### src/lad_pkg.sv
// Constants and types for the legacy address decoder
package lad_pkg;
	localparam int LAD_NPORT = 6;
	localparam int LAD_NSEG = 13;
	// Register byte offsets
	localparam logic [7:0] LAD_OFF_SEGATTR = 8'h00;
	localparam logic [7:0] LAD_OFF_VGA_ROUTE_ENABLE = 8'h04;
	localparam logic [7:0] LAD_OFF_SMMCTL = 8'h08;
	localparam logic [7:0] LAD_OFF_TOP_OF_LOW_MEMORY = 8'h0c;
	localparam logic [7:0] LAD_OFF_STATUS = 8'h10;
	// Reset values
	localparam logic [25:0] LAD_RST_SEGATTR = 26'h0000000;
	localparam logic [5:0] LAD_RST_VGA_ROUTE_ENABLE = 6'h00;
	localparam logic LAD_RST_SMMEN = 1'b0;
	localparam logic [3:0] LAD_RST_TOP_OF_LOW_MEMORY = 4'h1;
	// Address map
	localparam logic [31:0] LAD_DOS_TOP = 32'h0009ffff;
	localparam logic [31:0] LAD_VGA_TOP = 32'h000bffff;
	localparam logic [31:0] LAD_EXP_BASE = 32'h000c0000;
	localparam logic [31:0] LAD_EXP_TOP = 32'h000effff;
	localparam logic [31:0] LAD_BIOS_TOP = 32'h000fffff;
	localparam logic [31:0] LAD_APIC0_BASE = 32'hfec00000;
	localparam logic [31:0] LAD_APIC0_TOP = 32'hfecfffff;
	localparam logic [31:0] LAD_APIC1_BASE = 32'hfee00000;
	localparam logic [31:0] LAD_APIC1_TOP = 32'hfeefffff;
	localparam int LAD_SEG_SHIFT = 14;
	localparam int LAD_SMM_BIT = 7;
	// Attribute field bits
	localparam int LAD_ATTR_READ_MEM = 0;
	localparam int LAD_ATTR_WRITE_MEM = 1;
	typedef enum logic [2:0] {
		LAD_DST_DRAM = 3'h1,
		LAD_DST_HUB = 3'h2,
		LAD_DST_PEX = 3'h4
	} lad_dst_t;
	typedef enum logic [2:0] {
		LAD_RD_IDLE = 3'h1,
		LAD_RD_ADDR = 3'h2,
		LAD_RD_DATA = 3'h4
	} lad_rd_state_t;
endpackage

### src/lad_smm_sample.sv
// Captures the SMM memory indicator on the request strobe
`timescale 1ns/1ps
module lad_smm_sample
	import lad_pkg::*;
(
	// Clock and reset
	input wire logic aclk,
	input wire logic aresetn,
	// Processor bus pins
	input wire logic request_address_strobe_n,
	input wire logic [31:0] multiplexed_address_n,
	// Sampled request
	output logic req_valid,
	output logic [31:0] req_addr,
	output logic req_smm
);
	typedef struct packed {
		logic [1:0] ads_sync;
		logic [31:0] a_s1;
		logic [31:0] a_s2;
		logic valid;
		logic [31:0] addr;
		logic smm;
	} lad_smp_t;
	lad_smp_t st;
	lad_smp_t next_st;

	always_comb begin
		next_st = st;
		next_st.ads_sync = {st.ads_sync[0], ~request_address_strobe_n};
		next_st.a_s1 = ~multiplexed_address_n;
		next_st.a_s2 = st.a_s1;
		next_st.valid = st.ads_sync[1];
		if (st.ads_sync[1]) begin
			// Bit 7 carries the SMM indicator in the strobe clock's second half
			next_st.addr = {st.a_s2[31:8], 1'b0, st.a_s2[6:0]};
			next_st.smm = st.a_s2[LAD_SMM_BIT];
		end
	end

	always_ff @(posedge aclk) begin
		if (!aresetn) begin
			st <= '0;
		end else begin
			st <= next_st;
		end
	end

	assign req_valid = st.valid;
	assign req_addr = st.addr;
	assign req_smm = st.smm;

	chk_smm_capture: assert property (@(posedge aclk) disable iff (!aresetn)
		st.ads_sync[1] |=> req_valid && req_smm == $past(st.a_s2[LAD_SMM_BIT]))
		else $error("smm indicator not captured with strobe");
endmodule

### src/lad_seg_steer.sv
// Steers one access through a segment attribute field
`timescale 1ns/1ps
module lad_seg_steer
	import lad_pkg::*;
(
	// Attribute and access
	input wire logic [1:0] attr,
	input wire logic is_write,
	// Result
	output logic to_dram
);
	// 00 hub, 01 write hub read mem, 10 write mem read hub, 11 mem
	assign to_dram = is_write ? attr[LAD_ATTR_WRITE_MEM] : attr[LAD_ATTR_READ_MEM];
endmodule

### src/lad_decoder.sv
// Legacy address decoder top with AXI4-Lite registers
//
// Local design decisions: the AXI4-Lite slave port and the register addresses.
`timescale 1ns/1ps
// How it works
// - Addresses 0 to 9FFFFh always go to main memory.
// - Video window goes to the port whose vga_route_enable is set.
// - With no port enabled the video window goes to the legacy hub.
// - Internal devices decode first in the video window, before external steering.
// - SMM overlay on video: indicator high goes to memory, else video port.
// - SMM indicator is sampled on address bit 7 with the request strobe.
// - Enabled SMM space: SMM processor accesses hit DRAM, others video.
// - Inbound accesses never reach SMM DRAM; treated as video accesses.
// - Monochrome range B0000h-B7FFFh gets no special decoding.
// - C0000h-DFFFFh is eight 16 KB segments with own attributes.
// - Attribute 00 hub, 01 read mem, 10 write mem, 11 both mem.
// - Expansion segments reset to hub for reads and writes.
// - Locked accesses to split segments complete, atomicity not guaranteed.
// - E0000h-EFFFFh is four 16 KB segments, reset to hub.
// - F0000h-FFFFFh is one 64 KB segment, reset to hub.
// - 1 MB up to top of low memory goes to DRAM, max 3.75 GB.
// - Interrupt-controller windows are never remapped onto memory.
module lad_decoder
	import lad_pkg::*;
(
	// Clock and reset
	input wire logic aclk,
	input wire logic aresetn,
	// Processor bus pins
	input wire logic request_address_strobe_n,
	input wire logic [31:0] multiplexed_address_n,
	input wire logic proc_is_write,
	// Inbound request from the I/O ports
	input wire logic in_valid,
	input wire logic [31:0] in_addr,
	input wire logic in_is_write,
	input wire logic in_lock,
	// Internal device hit in the video window
	input wire logic internal_hit,
	// Decode result
	output logic route_valid,
	output lad_pkg::lad_dst_t route_dst,
	output logic [2:0] route_port,
	output logic route_lock_split,
	// AXI4-Lite slave
	input wire logic [7:0] s_axi_awaddr,
	input wire logic s_axi_awvalid,
	output logic s_axi_awready,
	input wire logic [31:0] s_axi_wdata,
	input wire logic [3:0] s_axi_wstrb,
	input wire logic s_axi_wvalid,
	output logic s_axi_wready,
	output logic [1:0] s_axi_bresp,
	output logic s_axi_bvalid,
	input wire logic s_axi_bready,
	input wire logic [7:0] s_axi_araddr,
	input wire logic s_axi_arvalid,
	output logic s_axi_arready,
	output logic [31:0] s_axi_rdata,
	output logic [1:0] s_axi_rresp,
	output logic s_axi_rvalid,
	input wire logic s_axi_rready
);
	import lad_pkg::*;

	typedef struct packed {
		logic [25:0] seg_attr;
		logic [5:0] vga_en;
		logic smm_en;
		logic [3:0] top_of_low_memory;
		logic aw_held;
		logic [7:0] aw_addr;
		logic w_held;
		logic [31:0] w_data;
		logic [3:0] w_strb;
		logic awready;
		logic wready;
		logic bvalid;
		logic [1:0] bresp;
		logic arready;
		logic rvalid;
		logic [31:0] rdata;
		logic [1:0] rresp;
		logic rt_valid;
		lad_dst_t rt_dst;
		logic [2:0] rt_port;
		logic rt_split;
		logic [15:0] proc_cnt;
		logic [15:0] in_cnt;
	} lad_top_t;
	lad_top_t st;
	lad_top_t next_st;

	logic p_valid;
	logic [31:0] p_addr;
	logic p_smm;

	lad_smm_sample u_smm (
		.aclk(aclk),
		.aresetn(aresetn),
		.request_address_strobe_n(request_address_strobe_n),
		.multiplexed_address_n(multiplexed_address_n),
		.req_valid(p_valid),
		.req_addr(p_addr),
		.req_smm(p_smm)
	);

	// Processor requests win; an inbound request in the same cycle is not decoded
	logic use_proc;
	logic [31:0] a;
	logic wr;
	logic inbound;
	logic [3:0] seg_idx;
	logic [1:0] cur_attr;
	logic seg_dram;
	assign use_proc = p_valid;
	assign a = use_proc ? p_addr : in_addr;
	assign wr = use_proc ? proc_is_write : in_is_write;
	assign inbound = !use_proc;

	always_comb begin
		seg_idx = 4'h0;
		if (a[19:16] == 4'hf) begin
			seg_idx = 4'hc;
		end else begin
			seg_idx = 4'(a[19:LAD_SEG_SHIFT] - 6'h30);
		end
	end
	assign cur_attr = st.seg_attr[2*seg_idx +: 2];

	lad_seg_steer u_steer (
		.attr(cur_attr),
		.is_write(wr),
		.to_dram(seg_dram)
	);

	// Lowest set enable wins should software break the one-port rule
	logic vga_any;
	logic [2:0] vga_port;
	always_comb begin
		vga_port = 3'h0;
		for (int i = LAD_NPORT - 1; i >= 0; i--) begin
			if (st.vga_en[i]) begin
				vga_port = 3'(i);
			end
		end
	end
	assign vga_any = |st.vga_en;

	logic [31:0] rd_mux;
	always_comb begin
		case (s_axi_araddr)
			LAD_OFF_SEGATTR: rd_mux = {6'h00, st.seg_attr};
			LAD_OFF_VGA_ROUTE_ENABLE: rd_mux = {26'h0, st.vga_en};
			LAD_OFF_SMMCTL: rd_mux = {31'h0, st.smm_en};
			LAD_OFF_TOP_OF_LOW_MEMORY: rd_mux = {28'h0, st.top_of_low_memory};
			LAD_OFF_STATUS: rd_mux = {st.in_cnt, st.proc_cnt};
			default: rd_mux = 32'h0;
		endcase
	end

	function automatic logic [31:0] merge(input logic [31:0] old, input logic [31:0] nw, input logic [3:0] be);
		logic [31:0] r;
		r = old;
		for (int b = 0; b < 4; b++) begin
			if (be[b]) begin
				r[8*b +: 8] = nw[8*b +: 8];
			end
		end
		return r;
	endfunction

	logic [31:0] wm;
	always_comb begin
		next_st = st;
		wm = 32'h0;
		// Write channel: take address and data in either order
		next_st.awready = !st.aw_held && !st.bvalid;
		next_st.wready = !st.w_held && !st.bvalid;
		if (s_axi_awvalid && st.awready) begin
			next_st.aw_held = 1'b1;
			next_st.aw_addr = s_axi_awaddr;
			next_st.awready = 1'b0;
		end
		if (s_axi_wvalid && st.wready) begin
			next_st.w_held = 1'b1;
			next_st.w_data = s_axi_wdata;
			next_st.w_strb = s_axi_wstrb;
			next_st.wready = 1'b0;
		end
		if (st.aw_held && st.w_held && !st.bvalid) begin
			next_st.aw_held = 1'b0;
			next_st.w_held = 1'b0;
			next_st.bvalid = 1'b1;
			next_st.bresp = 2'b00;
			case (st.aw_addr)
				LAD_OFF_SEGATTR: begin
					wm = merge({6'h00, st.seg_attr}, st.w_data, st.w_strb);
					next_st.seg_attr = wm[25:0];
				end
				LAD_OFF_VGA_ROUTE_ENABLE: begin
					wm = merge({26'h0, st.vga_en}, st.w_data, st.w_strb);
					next_st.vga_en = wm[5:0];
				end
				LAD_OFF_SMMCTL: begin
					wm = merge({31'h0, st.smm_en}, st.w_data, st.w_strb);
					next_st.smm_en = wm[0];
				end
				LAD_OFF_TOP_OF_LOW_MEMORY: begin
					wm = merge({28'h0, st.top_of_low_memory}, st.w_data, st.w_strb);
					next_st.top_of_low_memory = wm[3:0];
				end
				LAD_OFF_STATUS: begin
				end
				default: next_st.bresp = 2'b10;
			endcase
		end
		if (st.bvalid && s_axi_bready) begin
			next_st.bvalid = 1'b0;
		end
		// Read channel answers one cycle after the address is taken
		next_st.arready = !st.rvalid && !(s_axi_arvalid && st.arready);
		if (s_axi_arvalid && st.arready) begin
			next_st.rvalid = 1'b1;
			next_st.rdata = rd_mux;
			next_st.rresp = (s_axi_araddr inside {LAD_OFF_SEGATTR, LAD_OFF_VGA_ROUTE_ENABLE, LAD_OFF_SMMCTL,
				LAD_OFF_TOP_OF_LOW_MEMORY, LAD_OFF_STATUS}) ? 2'b00 : 2'b10;
		end
		if (st.rvalid && s_axi_rready) begin
			next_st.rvalid = 1'b0;
		end
		// Address decode, one cycle after the request
		next_st.rt_valid = p_valid || in_valid;
		next_st.rt_port = 3'h0;
		next_st.rt_split = 1'b0;
		next_st.rt_dst = LAD_DST_HUB;
		if (p_valid || in_valid) begin
			if (a <= LAD_DOS_TOP) begin
				next_st.rt_dst = LAD_DST_DRAM;
			end else if (a <= LAD_VGA_TOP) begin
				// Monochrome range shares the video decode with no carve-out
				if (internal_hit) begin
					next_st.rt_dst = LAD_DST_HUB;
				end else if (st.smm_en && !inbound && p_smm) begin
					next_st.rt_dst = LAD_DST_DRAM;
				end else if (vga_any) begin
					next_st.rt_dst = LAD_DST_PEX;
					next_st.rt_port = vga_port;
				end else begin
					next_st.rt_dst = LAD_DST_HUB;
				end
			end else if (a <= LAD_BIOS_TOP) begin
				next_st.rt_dst = seg_dram ? LAD_DST_DRAM : LAD_DST_HUB;
				// Split destinations break locked atomicity; flag it and complete anyway
				next_st.rt_split = inbound && in_lock && (cur_attr[0] != cur_attr[1]);
			end else if ((a >= LAD_APIC0_BASE && a <= LAD_APIC0_TOP) ||
				(a >= LAD_APIC1_BASE && a <= LAD_APIC1_TOP)) begin
				next_st.rt_dst = LAD_DST_HUB;
			end else if (a[31:28] < st.top_of_low_memory) begin
				next_st.rt_dst = LAD_DST_DRAM;
			end else begin
				next_st.rt_dst = LAD_DST_HUB;
			end
			if (use_proc) begin
				next_st.proc_cnt = st.proc_cnt + 16'h1;
			end else begin
				next_st.in_cnt = st.in_cnt + 16'h1;
			end
		end
	end

	always_ff @(posedge aclk) begin
		if (!aresetn) begin
			st <= '0;
			st.seg_attr <= LAD_RST_SEGATTR;
			st.vga_en <= LAD_RST_VGA_ROUTE_ENABLE;
			st.smm_en <= LAD_RST_SMMEN;
			st.top_of_low_memory <= LAD_RST_TOP_OF_LOW_MEMORY;
			st.rt_dst <= LAD_DST_HUB;
		end else begin
			st <= next_st;
		end
	end

	assign s_axi_awready = st.awready;
	assign s_axi_wready = st.wready;
	assign s_axi_bvalid = st.bvalid;
	assign s_axi_bresp = st.bresp;
	assign s_axi_arready = st.arready;
	assign s_axi_rvalid = st.rvalid;
	assign s_axi_rdata = st.rdata;
	assign s_axi_rresp = st.rresp;
	assign route_valid = st.rt_valid;
	assign route_dst = st.rt_dst;
	assign route_port = st.rt_port;
	assign route_lock_split = st.rt_split;

	chk_dos_dram: assert property (@(posedge aclk) disable iff (!aresetn)
		(p_valid || in_valid) && a <= LAD_DOS_TOP |=> route_dst == LAD_DST_DRAM)
		else $error("low 640 KB not sent to memory");
	chk_vga_port: assert property (@(posedge aclk) disable iff (!aresetn)
		(p_valid || in_valid) && a > LAD_DOS_TOP && a <= LAD_VGA_TOP && !internal_hit && vga_any
		&& !(st.smm_en && use_proc && p_smm) |=> route_dst == LAD_DST_PEX && route_port == $past(vga_port))
		else $error("video window not steered to enabled port");
	chk_vga_default: assert property (@(posedge aclk) disable iff (!aresetn)
		(p_valid || in_valid) && a > LAD_DOS_TOP && a <= LAD_VGA_TOP && !vga_any
		&& !(st.smm_en && use_proc && p_smm) |=> route_dst == LAD_DST_HUB)
		else $error("video window default not hub");
	chk_smm_mem: assert property (@(posedge aclk) disable iff (!aresetn)
		p_valid && p_smm && st.smm_en && !internal_hit && p_addr > LAD_DOS_TOP && p_addr <= LAD_VGA_TOP
		|=> route_dst == LAD_DST_DRAM)
		else $error("smm access not sent to memory");
	chk_inbound_smm: assert property (@(posedge aclk) disable iff (!aresetn)
		!p_valid && in_valid && in_addr > LAD_DOS_TOP && in_addr <= LAD_VGA_TOP
		|=> route_dst != LAD_DST_DRAM)
		else $error("inbound reached smm memory");
	chk_seg_steer: assert property (@(posedge aclk) disable iff (!aresetn)
		(p_valid || in_valid) && a > LAD_VGA_TOP && a <= LAD_BIOS_TOP
		|=> (route_dst == LAD_DST_DRAM) == $past(wr ? cur_attr[1] : cur_attr[0]))
		else $error("segment attribute steering wrong");
	chk_apic_hole: assert property (@(posedge aclk) disable iff (!aresetn)
		(p_valid || in_valid) && a >= LAD_APIC0_BASE && a <= LAD_APIC0_TOP |=> route_dst != LAD_DST_DRAM)
		else $error("interrupt window mapped to memory");
	chk_reset_attr: assert property (@(posedge aclk)
		$rose(aresetn) |-> st.seg_attr == LAD_RST_SEGATTR && st.vga_en == LAD_RST_VGA_ROUTE_ENABLE)
		else $error("attribute reset value wrong");
	chk_rd_answer: assert property (@(posedge aclk) disable iff (!aresetn)
		s_axi_arvalid && s_axi_arready |=> s_axi_rvalid)
		else $error("read not answered next cycle");
	cov_smm: cover property (@(posedge aclk) disable iff (!aresetn) route_valid && route_dst == LAD_DST_DRAM && $past(p_smm));
	cov_pex: cover property (@(posedge aclk) disable iff (!aresetn) route_valid && route_dst == LAD_DST_PEX);
	cov_split: cover property (@(posedge aclk) disable iff (!aresetn) route_lock_split);
	cov_write: cover property (@(posedge aclk) disable iff (!aresetn) s_axi_bvalid && s_axi_bready);
endmodule

### config.mk
export PLATFORM = sky130hd
export DESIGN_NAME = lad_decoder
export DESIGN_NICKNAME = d
export VERILOG_FILES = /design/src/lad_pkg.sv /design/src/lad_smm_sample.sv /design/src/lad_seg_steer.sv /design/src/lad_decoder.sv
export SDC_FILE = /design/constraint.sdc
export NUM_CORES = 1
export LEC_CHECK = 0
export BUFFER_PORTS_ARGS = -buffer_cell sky130_fd_sc_hd__buf_2
export CAP_MARGIN = 20
export CORE_AREA = 4 4 161 163
export CTS_CLUSTER_DIAMETER = 150
export DETAILED_ROUTE_END_ITERATION = 8
export DIE_AREA = 0 0 165 167
export HOLD_SLACK_MARGIN = 0.03
export PLACE_DENSITY_LB_ADDON = 0.3
export SYNTH_ARGS = -nofsm -noshare
export SYNTH_HDL_FRONTEND = slang
export SYNTH_HIERARCHICAL = 1
export SYNTH_SLANG_ARGS = --single-unit
export TNS_END_PERCENT = 20
### constraint.sdc
create_clock -name aclk -period 2.3 [get_ports aclk]
set_clock_uncertainty 0.05 [all_clocks]
set_input_delay 0.46 -clock aclk [delete_from_list [all_inputs] [get_ports aclk]]
set_output_delay 0.46 -clock aclk [all_outputs]
set_load 0.005 [all_outputs]
==> impl_metrics.toml, run 1 <==
[status]
status = "finished, violations left"
violations = "negative setup slack"

[power]
total_leakage_power_uw = 0.00466
power_density_nw_per_um2 = 732
ir_drop_mv = 0.525
totalPowerFinal_uw = 8330

[floorplanning]
initial_utilization = 0.395
die_area_um2 = 27600
io_pins = 178
core_um2 = 24300
die_w_um = 165
num_rows = 57
die_h_um = 167

[synthesis]
syn_area_um2 = 9600
avgSynthCellArea_um2 = 9.19
ys.warnings.count = 6
netlist_instances = 1044

[grt]
grt_pass1_vias = 6843
track_usage = 0.156
grt_max_degree = 208
antenna_found_initial = 3
grt_pass1_wl_mm = 35.4
grt_overflow = 0

[worst_setup_path]
worstSetupStartpointType = "flip-flop"
critPathKind = "reg2reg"
arrival_ps = 2780
cp-end-kind = "flip-flop"
required_ps = 2600
worstPathMaxFanout = 6

[placed_design]
place_hpwl_mm = 16.2
place_ws_ps = -443
port_buffers = 142
gp_congestion = 0.827

[drt]
ant_nets = 0
drtIter0Drc = 380
wirelength_mm = 22.5
viasPerCell = 4.77
drc = 0
wire_per_inst_um = 15.0
drt-pass1-iter-count = 6
dr_total_vias = 7144

[hold_path]
hp-class = "in2reg"

[timing]
tightest_slew_ps = 720
final_max_slew_viol_count = 0
finalHoldViolCount = 0
fin_crit_sh = 1.08
setup_slack_ps = -180
period_needed_ps = 2480
max_freq_mhz = 403
rsz0062_at_grt = "yes"
finalSetupViolCount = 3
slew_headroom = 0.515

[final_layout]
final_common_cell = "dfxtp_1"
final_core_util = 0.468
areaGrowthSynthToFinish_pct = 18.5
fin_nets = 1291
most-common-layout-cells = "dfxtp_1 (215), nand2_1 (156), buf_2 (141)"
drive_gt1_frac = 0.235
multi_input_area_um2 = 4530
seqCellArea_um2 = 4330
fill_cells = 2333

[cts]
ctsLongestPathBuffers = 3
cts_tree = "yes"
cts.sinks = 216
clk_pin_slew_ps = 60
clockRootBuffer = "clkbuf_16"
clk_latency_ps = 510
holdBufCountCts = 0
numCtsBuffers = 24
htree_levels = 1

[job]
cap_violations = 0
-- cell type report --
class,instances,area share
Antenna cell,2,0.000440
Clock buffer,33,0.0612
Clock inverter,9,0.0111
Inverter,12,0.00396
Multi-Input combinational cell,699,0.399
Sequential cell,216,0.381
Tap cell,324,0.0356
Timing Repair Buffer,204,0.109
-- stage by stage --
stage / std cells / hold WS [ps] / setup TNS [ps] / instance area (um2)
global route: 1498 / 31.2 / -877 / 11400
global placement: 1447 / 365 / -778 / 10400
CTS: 1493 / 32.5 / -295 / 11300
finish: 1499 / 54.7 / -406 / 11400
detailed placement: 1447 / 369 / -1190 / 10400
floorplan: 1045 / 362 / -142 / 9610
-- critical path: stages (launching register included) --
cell and delay (ps):
dfxtp_4 370, buf_6 130, and3_4 160, o22ai_4 240, a21boi_1 90, a211o_1 250
a32oi_2 240, nor2_1 90, mux2_4 280, o21ai_2 100, nor2_1 50, a31oi_1 180
a21oi_1 90
-- routing by layer --
| layer | part of all wire | track usage | vias up |
|---|---|---|---|
| met5 | 0.00062 | 0 | - |
| met3 | 0.050 | 0.0304 | 40 |
| met2 | 0.44 | 0.242 | 137 |
| met1 | 0.49 | 0.223 | 3266 |
| li1 | - | - | 3697 |
| met4 | 0.021 | 0.0387 | 4 |
-- flip-flops by register name, summed over array words and instances (netlist names), 3 cells and up --
register        flops
st                109
u_smm/req_addr     18
route_port          3
u_smm/st           19
u_smm/next_st      21
route_dst           3
s_axi_rdata        32
-- final timing paths --
| kind | from | to | slack [ps] | cells past startpoint |
|---|---|---|---|---|
| hold / removal | multiplexed_address_n[29] | u_smm/next_st[63] | 50 | 2 |
| hold reg to reg | u_smm/next_st[60] | u_smm/st[60] | 380 | 1 |
| setup reg to reg | u_smm/req_valid | route_dst[0] | -180 | 12 |
| setup / recovery | u_smm/req_valid | route_dst[0] | -180 | 12 |
-- timing repair --
item                       CTS  global route
setup endpoints to repair    3             3
resized for setup           12             7
pin swaps                    4             8
setup buffers                4             4
-- where the power goes --
| part | total, uW | internal [uW] | switching [uW] |
|---|---|---|---|
| combinational | 538 | 262 | 276 |
| sequential | 3880 | 3830 | 48.4 |
| clock | 3910 | 2440 | 1470 |
| total | 8330 | 6540 | 1790 |
Power figures use the tool's default switching activity.
==> inputs of run 2 (changes only) <==
--- a/config.mk
+++ b/config.mk
@@ -5,12 +5,13 @@
 export SDC_FILE = /design/constraint.sdc
 export NUM_CORES = 1
 export LEC_CHECK = 0
+export ABC_AREA = 1
 export BUFFER_PORTS_ARGS = -buffer_cell sky130_fd_sc_hd__buf_2
 export CAP_MARGIN = 20
-export CORE_AREA = 4 4 161 163
+export CORE_AREA = 4 4 160 162
 export CTS_CLUSTER_DIAMETER = 150
 export DETAILED_ROUTE_END_ITERATION = 8
-export DIE_AREA = 0 0 165 167
+export DIE_AREA = 0 0 164 166
 export HOLD_SLACK_MARGIN = 0.03
 export PLACE_DENSITY_LB_ADDON = 0.3
 export SYNTH_ARGS = -nofsm -noshare
==> constraint.sdc (replaced) <==
create_clock -name aclk -period 2.5 [get_ports aclk]
set_clock_uncertainty 0.05 [all_clocks]
set_input_delay 0.5 -clock aclk [delete_from_list [all_inputs] [get_ports aclk]]
set_output_delay 0.5 -clock aclk [all_outputs]
set_load 0.005 [all_outputs]
==> impl_metrics.toml, run 2 <==
[power]
pwr-share-comb = 0.072
ir_drop_mv = 0.415
p_switching_uw = 1800
p_clk_frac = 0.465
totalPowerFinal_uw = 7790
internal_power_uw = 5990
seqPwrFrac = 0.463
switching_share = 0.231
power_density_nw_per_um2 = 722
total_leakage_power_uw = 0.00462

[job]
cap_violations = 0

[placed_design]
place_ws_ps = 165
dp_cells = 1653
port_buffers = 142
place_hpwl_mm = 17.0
gp_congestion = 0.888

[timing]
final_max_slew_viol_count = 0
fin_crit_sh = 0.882
slew_headroom = 0.569
fin_setup_tns_ps = 0
finalSetupViolCount = 0
tightest_slew_ps = 645
rsz0062_at_grt = "no"
finalHoldViolCount = 0
setup_slack_ps = 296
max_freq_mhz = 454
period_needed_ps = 2200

[drt]
wire_per_inst_um = 13.6
drc = 0
ant_nets = 0
dr_total_vias = 7807
drt-pass1-iter-count = 4
viasPerCell = 4.61
wirelength_mm = 23.1
drtIter0Drc = 407

[worst_setup_path]
crit-reg2reg-launch = "u_smm/req_valid"
critPathMaxStageDelay_ps = 400
path_cells = "inv_4 -> nand2_1 -> nand2_2 -> nor2_2 -> nand2_4 -> nand2_4 -> inv_1 -> nand2_1 -> nand3_1 -> nand2_1 -> nand2_1 -> nand3_2 -> nand2_1 -> nand2_1 -> nand3_1 -> nand2_1 -> nand2_1 -> nand2_1 -> nand2_1"
crit_family = "simple AND/OR/NAND/NOR gates"
worstPathMaxFanout = 19
required_ps = 2850
critPathKind = "reg2reg"
reg2reg_slack_ps = 300
cp-end-kind = "flip-flop"
arrival_ps = 2550
r2r_end = "route_dst[1]"
worstRegToRegCells = 19
cp_slowest_cell = "dfxtp_2"
worstSetupStartpointType = "flip-flop"
crit_top_cell = "nand2_1"
critPathBufInv = 2

[floorplanning]
initial_utilization = 0.392
num_rows = 57
die_w_um = 164
io_pins = 178
die_h_um = 166
core_um2 = 24100
die_area_um2 = 27200

[status]
status = "completed"

[synthesis]
netlist_instances = 1286
ys.warnings.count = 6
syn_area_um2 = 9450
avgSynthCellArea_um2 = 7.35

[hold_path]
hp-class = "in2reg"
hp-start = "multiplexed_address_n[20]"
min_to = "u_smm/next_st[54]"
holdPathStages = 2

[cts]
post_cts.repair.setup_buffers = 0
postCtsResizedCells = 0
ctsLongestPathBuffers = 3
cts.sinks = 216
numCtsBuffers = 23
htree_levels = 1
clk_pin_slew_ps = 70
holdBufCountCts = 0
clk_latency_ps = 520
cts_tree = "yes"
clockRootBuffer = "clkbuf_16"

[grt]
grt_overflow = 0
grt_pass1_vias = 7264
grt_max_degree = 145
antenna_found_initial = 0
grt_pass1_wl_mm = 37.1
track_usage = 0.164

[final_layout]
fin_nets = 1488
largest-register = "st"
n_antenna_cell = 0
most-common-layout-cells = "nand2_1 (239), dfxtp_1 (215), nor2_1 (194)"
final_common_cell = "nand2_1"
drive_gt1_frac = 0.188
final_core_util = 0.448
stdcell_count = 1695
largest_reg_flops = 109
areaGrowthSynthToFinish_pct = 14.2
[run 2: per-stage QoR]
stage	hold slack [ps]	area [um2]
2_1_floorplan	340	9450
3_3_place_gp	345	9960
3_5_place_dp	346	9960
4_1_cts	54.3	10800
5_1_grt	55.7	10800
6_report	78.2	10800
[run 2: area by class of cell]
cell class	instances	area (um2)
Clock buffer	34	687
Clock inverter	8	136
Fill cell	2533	13300
Inverter	139	524
Multi-Input combinational cell	815	3860
Sequential cell	216	4330
Tap cell	324	405
Timing Repair Buffer	159	853
[run 2: metal layers]
metal,track usage,share of wire,up-vias
met5,0,0,-
met4,0.0562,0.031,0
met3,0.0300,0.053,40
met2,0.253,0.43,165
met1,0.232,0.48,3423
li1,-,-,4179
[run 2: how the worst max path moves through the flow]
stage,startpoint,end,slack (ps),cells after the start
after floorplan,in_addr[17],route_dst[1],540,20
after global placement,u_smm/req_valid,route_dst[1],180,19
after detailed placement,u_smm/req_valid,route_dst[1],160,19
after CTS,u_smm/req_valid,route_dst[1],120,19
after global routing,u_smm/req_valid,route_dst[1],30,19
final,u_smm/req_valid,route_dst[1],300,19
[run 2: power by group through the flow]
stage	Clock (uW)	Sequential (uW)	Combinational, uW
after detailed placement	0	3690	566
after global routing	3850	3620	646
after CTS	3720	3610	568
after floorplan	0	3670	418
final	3620	3610	560
after global placement	0	3690	561
==> inputs of run 3 (changes only) <==
--- a/config.mk
+++ b/config.mk
@@ -8,10 +8,10 @@
 export ABC_AREA = 1
 export BUFFER_PORTS_ARGS = -buffer_cell sky130_fd_sc_hd__buf_2
 export CAP_MARGIN = 20
-export CORE_AREA = 4 4 160 162
+export CORE_AREA = 4 4 167 169
 export CTS_CLUSTER_DIAMETER = 150
 export DETAILED_ROUTE_END_ITERATION = 8
-export DIE_AREA = 0 0 164 166
+export DIE_AREA = 0 0 171 173
 export HOLD_SLACK_MARGIN = 0.03
 export PLACE_DENSITY_LB_ADDON = 0.3
 export SYNTH_ARGS = -nofsm -noshare
==> constraint.sdc (replaced) <==
create_clock -name aclk -period 2.4 [get_ports aclk]
set_clock_uncertainty 0.05 [all_clocks]
set_input_delay 0.48 -clock aclk [delete_from_list [all_inputs] [get_ports aclk]]
set_output_delay 0.48 -clock aclk [all_outputs]
set_load 0.005 [all_outputs]
==> impl_metrics.toml, run 3 (synthesis results as in run 2) <==
[status]
status = "completed"

[cts]
htree_levels = 1
cts_tree = "yes"
cts.sinks = 216
post_cts.repair.setup_buffers = 0
clockRootBuffer = "clkbuf_16"
ctsLongestPathBuffers = 3
numCtsBuffers = 25
holdBufCountCts = 0
postCtsResizedCells = 0
clk_latency_ps = 520
clk_pin_slew_ps = 60

[worst_setup_path]
cp-end-kind = "flip-flop"
r2r_end = "route_dst[0]"
crit-reg2reg-launch = "u_smm/req_valid"
worstRegToRegCells = 18
worstSetupStartpointType = "flip-flop"
worstPathMaxFanout = 16
critPathKind = "reg2reg"
arrival_ps = 2610
reg2reg_slack_ps = 180
required_ps = 2790

[power]
ir_drop_mv = 0.321
internal_power_uw = 6350
pwr-share-comb = 0.071
p_switching_uw = 1920
seqPwrFrac = 0.455
p_clk_frac = 0.474
switching_share = 0.232
total_leakage_power_uw = 0.00464
power_density_nw_per_um2 = 760

[final_layout]
areaGrowthSynthToFinish_pct = 15.1
drive_gt1_frac = 0.192
stdcell_count = 1714
fin_nets = 1493
largest_reg_flops = 109
final_common_cell = "nand2_1"
n_antenna_cell = 0
largest-register = "st"
most-common-layout-cells = "nand2_1 (239), dfxtp_1 (215), nor2_1 (194)"
final_core_util = 0.409

[grt]
gr-usage-met3 = 0.0350
antenna_found_initial = 2
track_usage = 0.153
grt_util_met1 = 0.206
grt_use_met2 = 0.242
grt_pass1_wl_mm = 37.6
grt_pass1_vias = 7615
grt_max_degree = 135
grt_busiest_layer = "met2"
grt_overflow = 0

[drt]
viasPerCell = 4.60
drt-pass1-iter-count = 5
drc = 0
dr_total_vias = 7878
drtIter0Drc = 431
ant_nets = 0
wire_per_inst_um = 13.6
wirelength_mm = 23.3

[timing]
final_max_slew_viol_count = 0
finalHoldViolCount = 0
rsz0062_at_grt = "no"
fin_crit_sh = 0.926
max_freq_mhz = 450
period_needed_ps = 2220
finalSetupViolCount = 0
fin_setup_tns_ps = 0
slew_headroom = 0.589
tightest_slew_ps = 612

[hold_path]
hp-class = "in2reg"
hp-start = "multiplexed_address_n[15]"
holdPathStages = 2
min_to = "u_smm/next_st[49]"

[floorplanning]
initial_utilization = 0.356
die_area_um2 = 29600
core_um2 = 26600
num_rows = 60
io_pins = 178
die_w_um = 171
die_h_um = 173

[placed_design]
dp_cells = 1673
port_buffers = 142
place_hpwl_mm = 17.2
gp_congestion = 0.854

[job]
cap_violations = 0
## run 3: changes by cell type in the layout (fill, tap and decap cells not counted), moves of 2 or more
| cell | before | now |
|---|---|---|
| clkbuf_16 | 23 | 25 |
| buf_4 | 17 | 20 |
| clkbuf_1 | 4 | 1 |
| clkbuf_8 | 7 | 3 |
| clkinvlp_4 | 1 | 3 |
## run 3: final cells by class
class,instances,area (um2)
Fill cell,2866,15700
Tap cell,341,427
Sequential cell,216,4330
Timing Repair Buffer,162,876
Clock buffer,29,671
Multi-Input combinational cell,815,3870
Clock inverter,12,186
Inverter,139,524
## run 3: worst max path at each step
stage | startpoint | endpoint | slack (ps) | cells past startpoint
global placement | in_addr[17] | route_dst[1] | 150 | 20
floorplan | in_addr[17] | route_dst[1] | 460 | 20
CTS | u_smm/req_valid | route_dst[0] | 130 | 18
global route | u_smm/req_valid | route_dst[0] | 2 | 18
finish | u_smm/req_valid | route_dst[0] | 180 | 18
detailed placement | in_addr[17] | route_dst[0] | 140 | 19
## run 3: power by group through the flow
stage | Combinational (uW) | Clock (uW) | Sequential [uW]
global placement | 586 | 0 | 3840
detailed placement | 591 | 0 | 3840
global route | 677 | 4170 | 3770
finish | 584 | 3920 | 3760
floorplan | 435 | 0 | 3820
CTS | 593 | 4030 | 3760
## run 3: stage by stage
step	area, um2	total power, uW	hold slack (ps)	setup slack [ps]
finish	10900	8260	58.8	177
global route	10900	8620	38.6	1.90
CTS	10900	8390	37.3	126
detailed placement	10000	4430	347	137
global placement	10000	4430	348	148
floorplan	9450	4260	340	456
## run 3: per-layer routing
metal  share of wire  vias to the layer above
met5          0.0012                        -
met4           0.035                        4
met3           0.063                       48
met2            0.43                      194
met1            0.47                     3453
li1                -                     4179
## run 3: worst max-delay path, cell delays in order (launching register included)
cell	delay, ps
dfxtp_2	340
buf_4	190
nand2_2	80
nand2_2	80
nor2_2	150
nand2_4	120
nand2_4	160
nand3_1	100
nor2_1	100
nor2_1	40
nand2_1	50
nand2_1	80
nor2_4	110
nand2_1	60
nand2_1	50
nand3_1	60
nand2_1	80
nand2_1	60
a21boi_1	150
